==> src/shared/dcrcl_pkg.sv <==
package dcrcl_pkg;
  localparam int         POS_W      = 16;
  localparam int         TIME_W     = 16;
  localparam int         REED_W     = 4;
  localparam int         CAP_DEPTH  = 8;
  localparam int         CAP_IDX_W  = 3;
  localparam int         VOTE_N     = 3;
  localparam logic [7:0] ADDR_CTRL  = 8'h00;
  localparam logic [7:0] ADDR_LIMIT = 8'h04;
  localparam logic [7:0] ADDR_STAT  = 8'h08;
  localparam logic [7:0] ADDR_REED  = 8'h0c;
  localparam logic [7:0] ADDR_CAP0  = 8'h10;
  localparam logic [7:0] ADDR_PERF  = 8'h30;
  localparam int         CTRL_CLR   = 0;
  localparam int         CTRL_MODE  = 1;
  localparam int         CTRL_CLRAL = 3;
  localparam int         CTRL_BYP   = 4;
  localparam logic [7:0] LIMIT_RST  = 8'h10;
  localparam logic [1:0] BYP_RST    = 2'h0;
  localparam logic [15:0] POS_TOL   = 16'h0004;
  localparam logic [1:0] RESP_OKAY  = 2'h0;
  localparam logic [1:0] RESP_SLVERR = 2'h2;

  typedef enum logic [1:0] {MODE_MAN, MODE_SEMI, MODE_AUTO} dcrcl_mode_e;

  typedef struct packed {
    logic [POS_W-1:0] posA;
    logic [POS_W-1:0] posB;
    logic             extBlk;
  } dcrcl_chin_s;

  typedef struct packed {
    logic ins;
    logic wdr;
    logic blk;
    logic emg;
    logic busy;
  } dcrcl_chout_s;

  typedef struct packed {
    logic scramFollow;
    logic altInsReq;
    logic autoRunIn;
    logic pbRunIn1;
    logic pbRunIn2;
  } dcrcl_emg_s;

  typedef struct packed {
    logic ins;
    logic wdr;
  } dcrcl_opcmd_s;
endpackage

==> src/logic/dcrcl_channel.sv <==
`timescale 1ns/1ps
module dcrcl_channel
  import dcrcl_pkg::*;
(
  input  wire logic         sys_clk,
  input  wire logic         srst,
  input  wire dcrcl_chin_s  chIn,
  input  wire dcrcl_opcmd_s cmd,
  input  wire logic         emgReq,
  input  wire logic         motorStat,
  output dcrcl_chout_s      chOut
);
  logic [POS_W-1:0] posDiff;
  logic             posBad;
  dcrcl_chout_s     chOut_ff;

  // both converter values are used; a spread above POS_TOL between them blocks this channel
  always_comb
  begin
    posDiff = (chIn.posA > chIn.posB) ? chIn.posA - chIn.posB : chIn.posB - chIn.posA; // RL11
    posBad  = posDiff > POS_TOL; // RL10
  end

  always_ff @(posedge sys_clk)
  begin
    if (srst)
    begin
      chOut_ff <= '0;
    end
    else
    begin
      chOut_ff.blk  <= chIn.extBlk | posBad; // RL4
      chOut_ff.ins  <= cmd.ins & ~cmd.wdr;
      chOut_ff.wdr  <= cmd.wdr & ~cmd.ins;
      chOut_ff.emg  <= emgReq;
      chOut_ff.busy <= motorStat; // RL14
    end
  end

  assign chOut = chOut_ff;
endmodule

==> src/logic/dcrcl_top.sv <==
// Operation
// [RL1] two channels, own inputs, outputs compared
// [RL2] act only when both channels agree
// [RL3] sustained disagreement raises rod block
// [RL4] one channel alone may raise block
// [RL5] motor emergency vote is three of three
// [RL6] alternate insertion enables one vote bypass
// [RL7] normal moves independent of scram valves
// [RL8] selector gives control to one interface
// [RL9] backup interface shows same, controls when selected
// [RL10] two converters give two position values
// [RL11] each channel uses both position values
// [RL12] motor on/off, phase swap sets direction
// [RL13] built-in brake drops promptly after motor off
// [RL14] motor executes commands, returns status
// [RL15] discrete emergency input drives insertion
// [RL16] holding brake on command, two status bits
// [RL17] control panel ors scram, network, pushbuttons
// [RL18] field panel forwards emergency to motors
// [RL19] recorder forwards reed switch status
// [RL20] scram start arms time-tagged change capture
// [RL21] analysis result passed to plant network
// [RL22] blocks never inhibit emergency insertion
// [RL23] sequence violation forces manual or alarms
// [RL24] disagreement latched after configurable count
// [RL25] channel logic in separate hardware
//
// Decided for this implementation: the AXI4-Lite register port and the register offsets.
`timescale 1ns/1ps
module dcrcl_top
  import dcrcl_pkg::*;
(
  input  wire logic             sys_clk,
  input  wire logic             srst,
  input  wire logic [7:0]       awaddr,
  input  wire logic             awvalid,
  output logic                  awready,
  input  wire logic [31:0]      wdata,
  input  wire logic [3:0]       wstrb,
  input  wire logic             wvalid,
  output logic                  wready,
  output logic [1:0]            bresp,
  output logic                  bvalid,
  input  wire logic             bready,
  input  wire logic [7:0]       araddr,
  input  wire logic             arvalid,
  output logic                  arready,
  output logic [31:0]           rdata,
  output logic [1:0]            rresp,
  output logic                  rvalid,
  input  wire logic             rready,
  input  wire dcrcl_pkg::dcrcl_chin_s  chInA,
  input  wire dcrcl_pkg::dcrcl_chin_s  chInB,
  input  wire dcrcl_pkg::dcrcl_opcmd_s opMain,
  input  wire dcrcl_pkg::dcrcl_opcmd_s opBackup,
  input  wire logic             opSelBackup,
  input  wire dcrcl_pkg::dcrcl_emg_s   emgIn,
  input  wire logic             seqViol,
  input  wire logic             scramTestStart,
  input  wire logic             fullScram,
  input  wire logic [dcrcl_pkg::REED_W-1:0] reedSw,
  output logic                  motorOn,
  output logic                  phaseSwap,
  output logic                  brakeEnergize,
  output logic                  holdBrakeRel,
  output logic                  holdBrakeStatA,
  output logic                  holdBrakeStatB,
  output logic                  rodBlock,
  output logic                  fieldEmg,
  output logic                  seqAlarm,
  output logic                  activeBackup,
  output logic [dcrcl_pkg::REED_W-1:0] reedFwd,
  output logic                  perfValid,
  output logic [dcrcl_pkg::TIME_W-1:0] perfTime
);
  localparam int CAP_W = REED_W + TIME_W;

  dcrcl_opcmd_s        opSel;
  dcrcl_chout_s        chOutA;
  dcrcl_chout_s        chOutB;
  logic                disagree;
  logic                agree;
  logic [7:0]          disCnt_ff;
  logic [7:0]          limit_ff;
  logic                blkLatch_ff;
  logic                clrBlk;
  logic                clrAlarm;
  dcrcl_mode_e         mode_ff;
  logic [1:0]          bypSel_ff;
  logic                ctrlEmg_ff;
  logic                fieldEmg_ff;
  logic [VOTE_N-1:0]   votes;
  logic [VOTE_N-1:0]   votesEff;
  logic                emgIns_ff;
  logic                moveIns;
  logic                moveWdr;
  logic                nxt_motorOn;
  logic                motorOn_ff;
  logic                phaseSwap_ff;
  logic                brkEn_ff;
  logic                hbRel_ff;
  logic                hbStatA_ff;
  logic                hbStatB_ff;
  logic                rodBlock_ff;
  logic                seqAlarm_ff;
  logic                actBkp_ff;
  logic [REED_W-1:0]   reedFwd_ff;
  logic [REED_W-1:0]   reedPrev_ff;
  logic                armed_ff;
  logic [TIME_W-1:0]   timer_ff;
  logic [CAP_W-1:0]    capMem_ff [CAP_DEPTH];
  logic [CAP_IDX_W:0]  capCnt_ff;
  logic                perfValid_ff;
  logic [TIME_W-1:0]   perfTime_ff;
  logic                awready_ff;
  logic                wready_ff;
  logic                bvalid_ff;
  logic [1:0]          bresp_ff;
  logic                arready_ff;
  logic                rvalid_ff;
  logic [1:0]          rresp_ff;
  logic [31:0]         rdata_ff;
  logic                wrCtrl;
  logic                wrLimit;
  logic [31:0]         rdMux;
  logic                rdHit;
  logic [7:0]          capOff;

  // the selector is a hardwired pin; only the chosen interface steers moves
  assign opSel = opSelBackup ? opBackup : opMain; // RL8 RL9

  // separate instances so a fault in one channel cannot reach the other
  dcrcl_channel u_chanA ( // RL25 RL1
    .sys_clk   (sys_clk),
    .srst      (srst),
    .chIn      (chInA),
    .cmd       (opSel),
    .emgReq    (fieldEmg_ff),
    .motorStat (motorOn_ff),
    .chOut     (chOutA)
  );

  dcrcl_channel u_chanB (
    .sys_clk   (sys_clk),
    .srst      (srst),
    .chIn      (chInB),
    .cmd       (opSel),
    .emgReq    (fieldEmg_ff),
    .motorStat (motorOn_ff),
    .chOut     (chOutB)
  );

  assign disagree = chOutA != chOutB; // RL1
  assign agree    = ~disagree;

  // momentary skew between channels is tolerated for one cycle less than the limit count
  always_ff @(posedge sys_clk)
  begin
    if (srst)
    begin
      disCnt_ff <= 8'h00;
    end
    else if (!disagree)
    begin
      disCnt_ff <= 8'h00;
    end
    else if (disCnt_ff != 8'hff)
    begin
      disCnt_ff <= disCnt_ff + 8'h01; // RL24
    end
  end

  // set wins over software clear so a disagreement is never lost
  always_ff @(posedge sys_clk)
  begin
    if (srst)
    begin
      blkLatch_ff <= 1'b0;
    end
    else if (disagree && (9'(disCnt_ff) + 9'h001 >= 9'(limit_ff)))
    begin
      blkLatch_ff <= 1'b1; // RL3 RL24
    end
    else if (clrBlk)
    begin
      blkLatch_ff <= 1'b0;
    end
  end

  always_ff @(posedge sys_clk)
  begin
    if (srst)
    begin
      rodBlock_ff <= 1'b0;
    end
    else
    begin
      rodBlock_ff <= blkLatch_ff | chOutA.blk | chOutB.blk; // RL4
    end
  end

  // emergency chain: control panel then field panel, each a registered stage
  always_ff @(posedge sys_clk)
  begin
    if (srst)
    begin
      ctrlEmg_ff  <= 1'b0;
      fieldEmg_ff <= 1'b0;
    end
    else
    begin
      ctrlEmg_ff  <= |emgIn; // RL17
      fieldEmg_ff <= ctrlEmg_ff; // RL18
    end
  end

  assign votes = {chOutB.emg, chOutA.emg, fieldEmg_ff}; // RL15

  // alternate insertion lets at most one leg of the vote, the one bypSel_ff selects, be bypassed
  generate
    for (genvar v = 0; v < VOTE_N; v++)
    begin : g_vote
      assign votesEff[v] = votes[v] | (emgIn.altInsReq && bypSel_ff == 2'(v)); // RL6
    end
  endgenerate

  always_ff @(posedge sys_clk)
  begin
    if (srst)
    begin
      emgIns_ff <= 1'b0;
    end
    else
    begin
      emgIns_ff <= &votesEff; // RL5
    end
  end

  // normal moves never look at scram valve signals, only channel outputs
  assign moveIns = agree && chOutA.ins && !rodBlock_ff; // RL2 RL7
  assign moveWdr = agree && chOutA.wdr && !rodBlock_ff; // RL2 RL7
  assign nxt_motorOn = emgIns_ff | moveIns | moveWdr; // RL22 RL14

  always_ff @(posedge sys_clk)
  begin
    if (srst)
    begin
      motorOn_ff   <= 1'b0;
      phaseSwap_ff <= 1'b0;
    end
    else
    begin
      motorOn_ff   <= nxt_motorOn; // RL12
      phaseSwap_ff <= moveWdr && !emgIns_ff; // RL12
    end
  end

  // brake held released one cycle past motor off, never longer
  always_ff @(posedge sys_clk)
  begin
    if (srst)
    begin
      brkEn_ff <= 1'b0;
    end
    else
    begin
      brkEn_ff <= nxt_motorOn | motorOn_ff; // RL13
    end
  end

  always_ff @(posedge sys_clk)
  begin
    if (srst)
    begin
      hbRel_ff   <= 1'b0;
      hbStatA_ff <= 1'b0;
      hbStatB_ff <= 1'b0;
    end
    else
    begin
      hbRel_ff   <= nxt_motorOn; // RL16
      hbStatA_ff <= hbRel_ff; // RL16
      hbStatB_ff <= hbRel_ff; // RL16
    end
  end

  // hardware forcing to manual beats a same-cycle software mode write
  always_ff @(posedge sys_clk)
  begin
    if (srst)
    begin
      mode_ff   <= MODE_MAN;
      bypSel_ff <= BYP_RST;
      limit_ff  <= LIMIT_RST;
    end
    else
    begin
      if (seqViol && mode_ff != MODE_MAN)
      begin
        mode_ff <= MODE_MAN; // RL23
      end
      else if (wrCtrl)
      begin
        unique case (wdata[CTRL_MODE+:2])
          2'h1:    mode_ff <= MODE_SEMI;
          2'h2:    mode_ff <= MODE_AUTO;
          default: mode_ff <= MODE_MAN;
        endcase
      end
      if (wrCtrl)
      begin
        bypSel_ff <= wdata[CTRL_BYP+:2];
      end
      if (wrLimit)
      begin
        limit_ff <= wdata[7:0];
      end
    end
  end

  always_ff @(posedge sys_clk)
  begin
    if (srst)
    begin
      seqAlarm_ff <= 1'b0;
    end
    else if (seqViol && mode_ff == MODE_MAN)
    begin
      seqAlarm_ff <= 1'b1; // RL23
    end
    else if (clrAlarm)
    begin
      seqAlarm_ff <= 1'b0;
    end
  end

  always_ff @(posedge sys_clk)
  begin
    if (srst)
    begin
      actBkp_ff <= 1'b0;
    end
    else
    begin
      actBkp_ff <= opSelBackup; // RL8
    end
  end

  // capture stops when full so early changes survive; later ones are dropped
  always_ff @(posedge sys_clk)
  begin
    if (srst)
    begin
      reedFwd_ff   <= '0;
      reedPrev_ff  <= '0;
      armed_ff     <= 1'b0;
      timer_ff     <= '0;
      capCnt_ff    <= '0;
      perfValid_ff <= 1'b0;
      perfTime_ff  <= '0;
    end
    else
    begin
      reedFwd_ff   <= reedSw; // RL19
      reedPrev_ff  <= reedSw;
      perfValid_ff <= 1'b0;
      if ((scramTestStart || fullScram) && !armed_ff)
      begin
        armed_ff  <= 1'b1; // RL20
        timer_ff  <= '0;
        capCnt_ff <= '0;
      end
      else if (armed_ff)
      begin
        timer_ff <= timer_ff + 16'h0001;
        if (reedSw != reedPrev_ff)
        begin
          capMem_ff[capCnt_ff[CAP_IDX_W-1:0]] <= {reedSw, timer_ff}; // RL20
          capCnt_ff <= capCnt_ff + 4'h1;
          if (capCnt_ff == 4'(CAP_DEPTH - 1))
          begin
            armed_ff     <= 1'b0;
            perfValid_ff <= 1'b1; // RL21
            perfTime_ff  <= timer_ff;
          end
        end
      end
    end
  end

  // register bus: address and data taken together, one write at a time; reads run on their own channel
  assign wrCtrl   = awready_ff && awaddr == ADDR_CTRL && wstrb[0];
  assign wrLimit  = awready_ff && awaddr == ADDR_LIMIT && wstrb[0];
  assign clrBlk   = wrCtrl && wdata[CTRL_CLR];
  assign clrAlarm = wrCtrl && wdata[CTRL_CLRAL];

  always_ff @(posedge sys_clk)
  begin
    if (srst)
    begin
      awready_ff <= 1'b0;
      wready_ff  <= 1'b0;
      bvalid_ff  <= 1'b0;
      bresp_ff   <= RESP_OKAY;
    end
    else
    begin
      awready_ff <= awvalid && wvalid && !awready_ff && !bvalid_ff;
      wready_ff  <= awvalid && wvalid && !awready_ff && !bvalid_ff;
      if (awready_ff)
      begin
        bvalid_ff <= 1'b1;
        bresp_ff  <= (awaddr == ADDR_CTRL || awaddr == ADDR_LIMIT) ? RESP_OKAY : RESP_SLVERR;
      end
      else if (bready)
      begin
        bvalid_ff <= 1'b0;
      end
    end
  end

  // entries start at the base offset, so the index counts from there
  assign capOff = araddr - ADDR_CAP0;

  always_comb
  begin
    rdMux = 32'h0;
    rdHit = 1'b1;
    unique case (araddr)
      ADDR_CTRL:  rdMux = {26'h0, bypSel_ff, 1'b0, mode_ff, 1'b0};
      ADDR_LIMIT: rdMux = {24'h0, limit_ff};
      ADDR_STAT:  rdMux = {20'h0, capCnt_ff, armed_ff, actBkp_ff, seqAlarm_ff,
                           blkLatch_ff, chOutB.blk, chOutA.blk, motorOn_ff, emgIns_ff};
      ADDR_REED:  rdMux = {28'h0, reedFwd_ff};
      ADDR_PERF:  rdMux = {16'h0, perfTime_ff};
      default:
      begin
        if (araddr >= ADDR_CAP0 && araddr < ADDR_PERF && araddr[1:0] == 2'h0)
        begin
          rdMux = {12'h0, capMem_ff[capOff[CAP_IDX_W+1:2]]}; // RL20
        end
        else
        begin
          rdHit = 1'b0;
        end
      end
    endcase
  end

  always_ff @(posedge sys_clk)
  begin
    if (srst)
    begin
      arready_ff <= 1'b0;
      rvalid_ff  <= 1'b0;
      rresp_ff   <= RESP_OKAY;
      rdata_ff   <= 32'h0;
    end
    else
    begin
      arready_ff <= arvalid && !arready_ff && !rvalid_ff;
      if (arready_ff)
      begin
        rvalid_ff <= 1'b1;
        rdata_ff  <= rdMux;
        rresp_ff  <= rdHit ? RESP_OKAY : RESP_SLVERR;
      end
      else if (rready)
      begin
        rvalid_ff <= 1'b0;
      end
    end
  end

  assign awready        = awready_ff;
  assign wready         = wready_ff;
  assign bvalid         = bvalid_ff;
  assign bresp          = bresp_ff;
  assign arready        = arready_ff;
  assign rvalid         = rvalid_ff;
  assign rresp          = rresp_ff;
  assign rdata          = rdata_ff;
  assign motorOn        = motorOn_ff;
  assign phaseSwap      = phaseSwap_ff;
  assign brakeEnergize  = brkEn_ff;
  assign holdBrakeRel   = hbRel_ff;
  assign holdBrakeStatA = hbStatA_ff;
  assign holdBrakeStatB = hbStatB_ff;
  assign rodBlock       = rodBlock_ff;
  assign fieldEmg       = fieldEmg_ff;
  assign seqAlarm       = seqAlarm_ff;
  assign activeBackup   = actBkp_ff;
  assign reedFwd        = reedFwd_ff;
  assign perfValid      = perfValid_ff;
  assign perfTime       = perfTime_ff;
endmodule

==> config.mk <==
export PLATFORM = sky130hd
export DESIGN_NAME = dcrcl_top
export DESIGN_NICKNAME = d
export VERILOG_FILES = /design/src/shared/dcrcl_pkg.sv /design/src/logic/dcrcl_channel.sv /design/src/logic/dcrcl_top.sv
export SDC_FILE = /design/constraint.sdc
export NUM_CORES = 1
export LEC_CHECK = 0
export ABC_AREA = 1
export BUFFER_PORTS_ARGS = -buffer_cell sky130_fd_sc_hd__buf_2
export CAP_MARGIN = 20
export CELL_PAD_IN_SITES_DETAIL_PLACEMENT = 1
export CELL_PAD_IN_SITES_GLOBAL_PLACEMENT = 2
export CORE_UTILIZATION = 36
export DETAILED_ROUTE_END_ITERATION = 10
export PLACE_DENSITY = 0.89
export SYNTH_ARGS = -nofsm -noshare
export SYNTH_HDL_FRONTEND = slang
export SYNTH_HIERARCHICAL = 1
export SYNTH_SLANG_ARGS = --single-unit
==> constraint.sdc <==
create_clock -name sys_clk -period 5.8 [get_ports sys_clk]
set_input_delay 0.87 -clock sys_clk [delete_from_list [all_inputs] [get_ports sys_clk]]
set_output_delay 0.87 -clock sys_clk [all_outputs]
set_load 0.005 [all_outputs]
; Word level (Yosys, flattened, before mapping)
; Memory sizes are Yosys's and may differ from the RTL's.
; Index checks and enable logic that the tools add are counted.
[totals]
reg_bits = 118
latch_bits = 0
ram_bits = 160
romBits = 0
input_bits = 142
out_inout_bits = 72
elab_cells = 162
memories = 1
[classes]
add_sub_neg = 9
multipliers = 0
n_div = 0
magnitude_cmp = 7
eq_ne = 13
shifts = 0
mux = 28
bitwise_logic = 18
n_reduce_logical = 53
[memory_table]
columns = name, depth, width, read_ports, rd_ports_with_merged_regs, write_ports, line
row1 = capMem_ff, 8, 20, 1, 0, 1, dcrcl_top.sv:111  ; logic [CAP_W-1:0] capMem_ff [CAP_DEPTH];
[op_table]
columns = operator, n
row1 = 20-bit one-hot mux with 5 select lines, 1
row2 = 16-bit subtractor, 4
row3 = 16-bit greater-than comparator, 2
row4 = "16-bit by 3-bit greater-than comparator with 1-bit output, second input constant", 2
row5 = 16-bit two-way mux, 2
row6 = 1-bit logical AND, 25
row7 = 1-bit two-way mux, 20
row8 = 20-bit two-way mux, 1
row9 = "16-bit by 1-bit adder with 16-bit output, second input constant", 1
row10 = "8-bit by 3-bit equality test with 1-bit output, second input constant", 2
row11 = "8-bit by 4-bit equality test with 1-bit output, second input constant", 2
row12 = 8-bit zero test, 2
row13 = 1-bit OR, 10
row14 = 2-bit nonzero test, 5
row15 = 5-bit OR reduction, 2
row16 = "8-bit by 1-bit adder with 9-bit output, second input constant", 1
row17 = 9-bit by 8-bit greater-or-equal comparator with 1-bit output, 1
row18 = "8-bit by 1-bit adder with 8-bit output, second input constant", 1
row19 = "8-bit by 6-bit equality test with 1-bit output, second input constant", 1
row20 = "8-bit by 5-bit greater-or-equal comparator with 1-bit output, second input constant", 1
row21 = "8-bit by 6-bit less-than comparator with 1-bit output, second input constant", 1
row22 = "8-bit inequality test, second input constant", 1
row23 = 1-bit zero test, 7
row24 = 2-bit zero test, 3
row25 = 17 further kinds, 30

; Logic depth before layout (Yosys ltp)
; Gate-level depths: netlist (run 1).
[logic_depth]
word_depth = 7
mapped_depth = 20
mapped_depth_nobuf = 19

; Hierarchy
; Netlist (run 1), hierarchy kept.
[modules_own_cells]
columns = mod, n_inst, cells_each, area_each_um2, seq_area_each_um2
row1 = dcrcl_top, 1, 1268, 11357.1, 6786.5
row2 = dcrcl_channel at u_chanA, 1, 455, 2322.2, 100.1
row3 = dcrcl_channel at u_chanB, 1, 443, 2297.2, 100.1

; Worst setup path before layout (run 1)
; OpenSTA, ideal clock, no wires.
[synth_timing]
kind = input -> register
from = input port reedSw[1] in the netlist's numbering
to = memory capMem_ff[2][0] in the netlist's numbering (enable)
setup_ns = 0.422
t_arrival_ns = 2.914
slack_ns = 2.463
stages = 7
n_path_buf = 0
path_cell_list = xor2_1 -> nor2_1 -> nand2_1 -> nand2_1 -> inv_1 -> nand2_1 -> nor3_1
[synth_via]
elab_chain_cells = 6
[synth_rtl]
columns = element, line
row1 = from (decl), dcrcl_top.sv:61  ; input wire logic [dcrcl_pkg::REED_W-1:0] reedSw,
row2 = 4-bit inequality test, dcrcl_top.sv:376  ; if (reedSw != reedPrev_ff)
row3 = 1-bit two-way mux, dcrcl_top.sv:376
row4 = 1-bit two-way mux, dcrcl_top.sv:373  ; else if (armed_ff)
row5 = 1-bit two-way mux, dcrcl_top.sv:367  ; if ((scramTestStart || fullScram) && !armed_ff)
row6 = 1-bit two-way mux, dcrcl_top.sv:352  ; if (srst)
row7 = 1-bit two-way mux (implied by the code), dcrcl_top.sv:378  ; capMem_ff[capCnt_ff[CAP_IDX_W-1:0]] <= {reedSw, timer_ff};
row8 = to (decl), dcrcl_top.sv:111
; No other way between the ends.

; Final worst setup path (run 1)
[layout_timing]
from = input port reedSw[2] in the netlist's numbering
to = memory capMem_ff[4][2] in the netlist's numbering (enable)
; The elaborated chain is that of the path after synthesis.

==> metrics.txt, run 1 <==
Achievable Freq 326 MHz; antenna violations before repair 0; Pwr Density 250 nW/um2; Total Routing Usage GR 22.4%; num rows 76; syn_area_per_cell 7.38 um2; Root Driver clkbuf_16; Yosys Warn Count 6; vias per inst 4.97; Core Footprint 43,500 um2; Vias 14,600; Synth top area share 30.1%; layout net count 2,548; vias in the first global route 15,300; Worst-path clk slew 0.07 ns; critical path launch point type primary input; RSZ-0062 raised after global routing no; max cap viols 0; Post-synth EDFFs 160; Tot Pwr 4560 uW; Syn-to-layout area delta 14.4%; crit path time final 3.07 ns; hold-fix buffers at CTS 0; clock sink total 269; cts bufs inserted 27; post-CTS setup buffer count 0; Seq/Total Area, Yosys 43.7%; Die W 213 um; status finished, final reports clean; Worst Setup End Kind flop; Setup TNS 0 ns; Critical-path top delay cell nor3_2; ys flop type edfxtp_1; drt first pass iters 5; CTS tree built; H-tree levels 1; Congestion Overflow GR 0; Max VDD drop 0.208 mV; Worst Clk Skew 0.0265 ns; FF+latch count, synth 269; ys async rst share 0%; LEAKAGE 0.00895 uW; ANT cells 0; Least-Margin Pin Slew 0.888 ns; largest net degree at the start of global routing 43; Final Hold Viols 0; library cells used by synthesis 47; Initial Utilization 36.8%; critical-path cell list buf_2 -> xor2_1 -> nor2_1 -> nand2_1 -> nand2_1 -> inv_1 -> nand2_1 -> nor3_2 -> buf_4; Top Ports 214; crit-path most repeated cell nand2_1; Die Area 45,200 um2; Arr. time, crit path 3.29 ns; global-route wire length before repair 79.3 mm; post-DR wirelength/cell 17.0 um; RePlAce Congestion 0.860; PostCTS Resize Cnt 0; Max Root-Sink Buffers 3; setup violators final 0; Hold WC Path Type flop to flop; Rel. slew slack 40.8%; ratio of cells with drive above 1 in the final layout 13.2%; synth top area cells edfxtp_1 30%, nand2_1 16%, dfxtp_1 14%, inv_1 8.4%, ha_1 5.7%; HPWL Detailed 36.6 mm; WP data required 6.02 ns; Mapped Cells 2,166; Netlist Area Pre-Place 16,000 um2; Reg2Reg Setup Slack 2.87 ns; fin. max-slew vios 0; CP max stage delay 0.65 ns; antenna viol nets, final 0; Clock Latency Late Sink 0.55 ns; I/O Buffers 172; residual DRC count 0; critical path fanouts, max 13; Die H 213 um; Iteration-0 DRC Markers 908; Synth area leader edfxtp_1; period utilization 52.9%; Worst Setup Path Type primary input to flop; Post-Route WL 50.0 mm
==> sequential cells by signal, indices dropped and copies added, names as in the netlist, 2 cells and up <==
register,cells
limit_ff,8
capMem_ff,160
reedPrev_ff,4
capCnt_ff,4
perfTime,16
bypSel_ff,2
mode_ff,2
u_chanB/chOut,5
disCnt_ff,8
rdata,20
u_chanA/chOut,5
timer_ff,16
==> per-stage QoR <==
| step | instances | hold WS, ns | utilization (%) | area, um2 | setup slack, ns |
|---|---|---|---|---|---|
| 5_1_grt | 2935 | 0.454 | 42.0 | 18300 | 2.60 |
| 3_3_place_gp | 2885 | 0.397 | 40.0 | 17400 | 2.25 |
| 2_1_floorplan | 2179 | 0.388 | - | 16000 | 2.46 |
| 4_1_cts | 2935 | 0.415 | 42.0 | 18300 | 2.71 |
| 6_report | 2935 | 0.413 | 42.0 | 18300 | 2.73 |
| 3_5_place_dp | 2885 | 0.406 | 40.0 | 17400 | 2.12 |
==> layer usage <==
layer	vias up	part of all wire, %	global-route usage [%]
met5	-	0	0
met4	0	2.1	5.46
met3	75	4.1	2.28
met2	312	50	41.0
met1	7073	44	27.9
li1	7114	-	-
==> where the power goes <==
group	internal (uW)	leakage [uW]	switching, uW
Combinational	246	0.00615	497
Clock	1010	0.000444	745
Sequential	2040	0.00235	25.0
Total	3300	0.00895	1270
==> final timing paths <==
kind | startpoint | end | cells past startpoint
max | reedSw[2] | capMem_ff[4][2]$_DFFE_PP_ | 9
min | ctrlEmg_ff$_SDFF_PP0_ | fieldEmg$_SDFF_PP0_ | 2
max reg2reg | reedPrev_ff[2]$_SDFF_PP0_ | capMem_ff[4][2]$_DFFE_PP_ | 8
min reg2reg | ctrlEmg_ff$_SDFF_PP0_ | fieldEmg$_SDFF_PP0_ | 2
==> placed cells by master, fill, tap and decap left out, types with 11 or more instances in the layout <==
| cell type | instances |
|---|---|
| buf_2 | 172 |
| buf_4 | 15 |
| nor2_2 | 14 |
| edfxtp_1 | 160 |
| inv_2 | 18 |
| ha_1 | 73 |
| nor2_1 | 207 |
| nand2_2 | 16 |
| a21oi_1 | 93 |
| xnor2_1 | 11 |
| clkbuf_16 | 29 |
| dfxtp_1 | 109 |
| conb_1 | 14 |
| xor2_1 | 15 |
| nand2_1 | 683 |
| inv_1 | 358 |
| nor3_1 | 11 |
| o21ai_0 | 59 |
| o21ai_1 | 11 |
| nand4_1 | 49 |
| nand3_1 | 142 |
==> layout make-up <==
cell class              instances  area (um2)
repair buffers                187         973
inverters                     377        1420
multi-input cells            1467        7270
clock inverters                12        93.8
fillers                      5554       25200
clock buffers                  38         800
flip-flops and latches        269        6990
well taps                     585         732
==> synthesized netlist by cell type, drive strengths merged (20+ instances only) <==
master	instances
edfxtp	160
ha	73
nor2	230
nand3	143
o21ai	70
buf	50
nand4	49
nand2	703
nor3	20
inv	377
dfxtp	109
a21oi	96
==> critical path, delay by kind of cell <==
family,cells,cell delay [ns]
xor gates and xnor gates,1,0.19
buffers and inverters,3,0.79
and+or+nand+nor,5,1.42
==> kinds of logic after synthesis <==
logic type               count (synthesis)  share of synthesized area, %
AO/OA/AOI/OAI                          188                          6.29
XOR/XNOR                                26                          1.43
adder cells (fa/ha/maj)                 77                          6.22
buffers and inverters                  443                          11.3
flip-flops                             269                          43.7
multiplexers                             2                         0.125
other                                    1                        0.0235
AND/OR/NAND/NOR                       1160                          30.9
No activity file was read; power rests on OpenSTA's default activity.
==> run 2: changes to the inputs <==
ABC_AREA = 0   (was 1)
CORE_UTILIZATION = 34   (was 36)
PLACE_DENSITY = 0.79   (was 0.89)
clock period = 2.65 ns   (was 5.8 ns; I/O delays follow)
==> metrics.txt, run 2 <==
antenna viol nets, final 0 (unchanged); Rel. slew slack 26.5% (-14 points); Post-Route WL 46.3 mm (-7.4%); cts bufs inserted 27 (unchanged); dpl ws -0.713 ns (-2.83 ns); largest net degree at the start of global routing 37 (-14%); Post-synth EDFFs 160 (unchanged); clock sink total 269 (unchanged); HPWL Detailed 35.6 mm (-2.8%); commonest non-fill, non-tap cell in the layout buf_4; Pwr Density 545 nW/um2 (+120%); fin. max-slew vios 0 (unchanged); Arr. time, crit path 3.06 ns (-0.23 ns); Worst Setup End Kind flop; vias in the first global route 12,600 (-18%); critical path fanouts, max 6 (-7); Die H 212 um (-0.46%); Synth area leader edfxtp_1; Iteration-0 DRC Markers 711 (-22%); Top Ports 214 (unchanged); most frequent cell after synthesis edfxtp_1; Max VDD drop 0.344 mV (+65%); WP buf/inv 2 (-1); critical path launch point type primary input; CTS tree built; origin of the worst min-delay path rready; Die Area 44,800 um2 (-0.92%); drt first pass iters 7 (+2); WP data required 3.07 ns (-2.95 ns); critical-path cell list buf_2 -> ha_4 -> inv_2 -> fa_2 -> a21oi_2 -> o211a_1 -> o21a_4 -> o22ai_4 -> mux2_4 -> or4b_4 -> a221oi_4 -> a41oi_2; Congestion Overflow GR 0 (unchanged); Tot Pwr 10,400 uW (+130%); vias per inst 5.19 (+4.5%); period utilization 99.7%; WHS 0.0866 ns (-0.326 ns); Final Hold Viols 0 (unchanged); Hold WC Path Type primary input to flop; Post-synth top cells 160 x edfxtp_1, 109 x dfxtp_1, 104 x nor2_1, 96 x inv_1, 91 x nand2_1; Largest register FFs 160 (unchanged); Syn-to-layout area delta 27.5%; r2r startpoint reedPrev_ff[1]$_SDFF_PP0_; Mapped Cells 1,352 (-38%); FF-to-FF path depth 6 (-2); Core Util, Final 44.0% (+2.0 points); Clock Latency Late Sink 0.57 ns (+0.02 ns); setup violators final 0 (unchanged); ratio of cells with drive above 1 in the final layout 34.7% (+22 points); Critical R2R Capture capMem_ff[5][16]$_DFFE_PP_; Initial Utilization 34.5% (-2.2 points); num rows 76 (unchanged); Max Root-Sink Buffers 3 (unchanged); ys flop type edfxtp_1; crit path time final 2.64 ns; Total Routing Usage GR 20.4% (-2.0 points); Netlist Area Pre-Place 14,900 um2 (-6.4%); CP max stage delay 0.53 ns (-0.12 ns); antenna violations before repair 1 (+1); Root Driver clkbuf_16; global-route wire length before repair 70.5 mm (-11%); setup slack after layout 0.00817 ns (-2.72 ns); RSZ-0062 raised after global routing yes; status finished, final reports clean; LEAKAGE 0.00800 uW (-11%); synth top area cells edfxtp_1 32%, dfxtp_1 15%, ha_1 6.1%, mux4_2 5.9%, a21oi_1 2.7%; Worst Clk Skew 0.0335 ns (+0.00693 ns); Synth top area share 32.1% (+2.1 points); layout net count 1,942 (-24%); Vias 12,100 (-17%); Yosys Warn Count 6 (unchanged); Top delay family on crit path compound AO/OA/AOI/OAI gates; syn_area_per_cell 11.1 um2 (+50%); I/O Buffers 172 (unchanged); Die W 212 um (-0.46%); ys async rst share 0% (unchanged); H-tree levels 1 (unchanged); library cells used by synthesis 99 (+110%); RePlAce Congestion 0.857 (-0.33%); Core Footprint 43,300 um2 (-0.44%); residual DRC count 0 (unchanged); Achievable Freq 379 MHz; Reg2Reg Setup Slack 0.13 ns (-2.74 ns); Critical-path top delay cell or4b_4; FF+latch count, synth 269 (unchanged); Seq/Total Area, Yosys 46.7% (+3.0 points); Worst Hold Depth 3 (+1); max cap viols 0 (unchanged); Worst Setup Path Type primary input to flop; most frequent cells in the layout 235 x buf_4, 170 x buf_2, 160 x edfxtp_1; Worst-path clk slew 0.07 ns (about the same); post-DR wirelength/cell 19.9 um (+17%); Hold EP rvalid$_SDFFE_PP0P_; Least-Margin Pin Slew 1.10 ns (+0.208 ns)
run 2: what timing repair did:
action	in CTS	in global routing
endpoints found under the setup margin	19	2
resized for setup	6	24
hold buffers	0	0
buffers inserted	0	4
hold endpoints to repair	0	0
pin swaps	0	16
run 2: cells by family after synthesis:
kind of cell / Yosys count / synth area share (%)
adders and majority gates: 77 / 6.65
muxes: 83 / 9.27
buffers and inverters: 178 / 6.09
other: 1 / 0.0251
and+or+nand+nor: 384 / 13.7
xor gates and xnor gates: 52 / 3.05
AOI/OAI and AO/OA: 308 / 14.5
DFF: 269 / 46.7
run 2: worst max-delay path by stage:
stage	slack (ns)	cells past startpoint	endpoint	from
global placement	-0.64	13	u_chanA/chOut[2]$_SDFF_PP0_	chInA[17]
CTS	0.02	13	u_chanA/chOut[2]$_SDFF_PP0_	chInA[17]
finish	0.008	12	u_chanA/chOut[2]$_SDFF_PP0_	chInA[1]
detailed placement	-0.71	13	u_chanA/chOut[2]$_SDFF_PP0_	chInA[17]
global route	-0.06	13	u_chanA/chOut[2]$_SDFF_PP0_	chInA[17]
floorplan	-0.30	13	u_chanA/chOut[2]$_SDFF_PP0_	chInA[17]
run 2: cell type report:
type / count / area, um2
fill: 4788 / 24200
multi-input combinational: 918 / 7330
sequential: 269 / 6990
timing repair buffer: 410 / 2700
tap: 585 / 732
clock buffer: 28 / 679
inverter: 97 / 389
clock inverter: 22 / 240
antenna: 1 / 2.50
run 2: power by group:
| part | switching [uW] | internal (uW) |
|---|---|---|
| sequential | 53.1 | 4460 |
| clock | 1690 | 2280 |
| combinational | 1010 | 907 |
run 2: worst reg2reg max path, cell delays in order, from the launching register on:
cell and delay [ns]:
dfxtp_1 0.35, xor2_1 0.32, buf_4 0.18, o41a_1 0.32, nand3b_1 0.28, nor2_2 0.48, buf_4 0.30
run 2: layer usage:
layer | share of wire [%] | track usage, %
met4 | 2.6 | 5.87
met1 | 45 | 26.8
met5 | 0 | 0
met2 | 49 | 35.4
met3 | 4.3 | 1.99
run 2: per-stage QoR:
stage / std cells / setup TNS [ns] / cell area [um2]
2_1_floorplan: 1365 / -0.415 / 15100
3_3_place_gp: 2274 / -8.71 / 17900
3_5_place_dp: 2275 / -8.13 / 18000
4_1_cts: 2325 / 0 / 18900
5_1_grt: 2330 / -0.119 / 19100
6_report: 2330 / 0 / 19100
==> run 3: changes to the inputs <==
CORE_ASPECT_RATIO = 0.7   (was unset)
REMOVE_ABC_BUFFERS = 1   (was unset)
==> metrics.txt, run 3 (synthesis results as in run 2) <==
status finished, violations left; failing checks setup timing; RePlAce Congestion 0.839 (-2.2%); Worst-path clk slew 0.06 ns (about the same); Placed Instances 2,272 (-0.13%); WP buf/inv 3 (+1); Clock Latency Late Sink 0.54 ns (-0.03 ns); Tot Pwr 10,200 uW (-2.2%); Vias 12,100 (+0.45%); ratio of cells with drive above 1 in the final layout 34.7% (about the same); vias in the first global route 12,600 (+0.26%); commonest non-fill, non-tap cell in the layout buf_4; Core Footprint 42,800 um2 (-1.1%); Die W 253 um (+19%); antenna violations before repair 0 (-1); Least-Margin Pin Slew 0.835 ns (-0.261 ns); layout net count 1,945 (+0.15%); Top delay family on crit path simple AND/OR/NAND/NOR gates; drt first pass iters 5 (-2); fin. max-slew vios 0 (unchanged); LEAKAGE 0.00799 uW (-0.14%); Largest register FFs 160 (unchanged); Hold WC Path Type primary input to flop; Top Ports 214 (unchanged); max cap viols 0 (unchanged); Non-Filler Instances 2,333 (+0.13%); Core Util, Final 44.6% (+0.55 points); critical-path cell list buf_2 -> ha_4 -> inv_2 -> fa_2 -> a211oi_4 -> o211ai_2 -> buf_4 -> nand3_2 -> a21o_1 -> or4_1 -> or4_4 -> o31ai_4 -> a31oi_1; Final Hold Viols 0 (unchanged); critical path fanouts, max 3 (-3); HPWL Detailed 36.5 mm (+2.4%); Max VDD drop 0.402 mV (+17%); most frequent cells in the layout 234 x buf_4, 168 x buf_2, 160 x edfxtp_1; post-DR wirelength/cell 20.4 um (+2.6%); vias per inst 5.21 (+0.32%); CP max stage delay 0.54 ns (about the same); largest net degree at the start of global routing 39 (+5.4%); Worst Clk Skew 0.0133 ns (-0.0202 ns); Worst Setup End Kind flop; cts bufs inserted 28 (+3.7%); Congestion Overflow GR 0 (unchanged); Iteration-0 DRC Markers 736 (+3.5%); clock sink total 269 (unchanged); residual DRC count 0 (unchanged); num rows 63 (-17%); WP data required 3.07 ns (about the same); Root Driver clkbuf_16; global-route wire length before repair 72.8 mm (+3.2%); Achievable Freq 376 MHz (-0.73%); Critical-path top delay cell or4_4; dpl ws -0.905 ns (-0.192 ns); crit path time final 2.66 ns (+0.0193 ns); Pwr Density 532 nW/um2 (-2.4%); I/O Buffers 172 (unchanged); Post-Route WL 47.6 mm (+2.7%); Worst Setup Path Type primary input to flop; Die Area 44,800 um2 (about the same); ANT cells 0 (-1); period utilization 100% (+0.73 points); Initial Utilization 34.9% (+0.37 points); Total Routing Usage GR 20.9% (+0.53 points); Die H 177 um (-16%); CTS tree built; fill count 4,735 (-1.1%); Rel. slew slack 44.1% (+18 points); Syn-to-layout area delta 27.7%; RSZ-0062 raised after global routing yes; Arr. time, crit path 3.08 ns (+0.02 ns); critical path launch point type primary input; H-tree levels 1 (unchanged); setup slack after layout -0.0111 ns (-0.0193 ns); antenna viol nets, final 0 (unchanged); Max Root-Sink Buffers 3 (unchanged); Setup TNS -0.0199 ns (-0.0199 ns); setup violators final 2 (+2); hold-fix buffers at CTS 0 (unchanged)
[run 3: cell count changes in the layout (fill, tap and decap cells not counted), sizes merged]
cell	before	now
diode	1	0
buf	410	412
clkbuf	28	37
inv	98	96
bufinv	4	0
clkinvlp	6	4
clkinv	11	12
[run 3: timing repair]
item / in CTS / in global routing
endpoints found under the setup margin: 2 / 2
pin swaps: 14 / 29
resized for setup: 19 / 51
buffers inserted: 2 / 7
[run 3: worst register-to-register path: stages, from the launching register on]
cell	delay (ns)
dfxtp_1	0.44
xor2_1	0.26
o41ai_2	0.19
or3_1	0.42
nor2_1	0.67
buf_4	0.31
[run 3: final cells by class]
class | count | area [um2] | area share [%]
Tap cell | 585 | 732 | 3.83
Multi-Input combinational cell | 918 | 7390 | 38.7
Clock buffer | 37 | 776 | 4.06
Timing Repair Buffer | 412 | 2750 | 14.4
Sequential cell | 269 | 6990 | 36.6
Clock inverter | 15 | 78.8 | 0.413
Inverter | 97 | 372 | 1.95
[run 3: worst paths after layout]
kind,slack [ns],cells past startpoint,end,startpoint
worst max-delay path,-0.01,13,u_chanB/chOut[2]$_SDFF_PP0_,chInB[1]
worst min-delay path,0.09,3,wready$_SDFF_PP0_,wvalid
worst max register to register,0.07,5,capMem_ff[3][2]$_DFFE_PP_,reedPrev_ff[0]$_SDFF_PP0_
worst min register to register,0.44,1,fieldEmg$_SDFF_PP0_,ctrlEmg_ff$_SDFF_PP0_
[run 3: per-stage QoR]
stage / instance area, um2 / hold slack, ns
finish: 19100 / 0.0855
floorplan: 14500 / 0.414
CTS: 18800 / 0.0676
global route: 19100 / 0.0795
global placement: 17800 / 0.421
detailed placement: 17800 / 0.424
[run 3: where the power goes]
group	leakage [uW]	internal (uW)	switching, uW
sequential	0.00252	4460	54.1
clock	0.000411	2050	1610
combinational	0.00506	929	1050
total	0.00799	7440	2720
[run 3: metal layers]
metal | GRT usage [%] | vias to the layer above | wire length, um
li1 | - | 5743 | -
met1 | 30.0 | 6076 | 22400
met2 | 35.0 | 278 | 22500
met3 | 1.69 | 50 | 2050
met4 | 3.23 | 0 | 681
met5 | 0 | - | 0
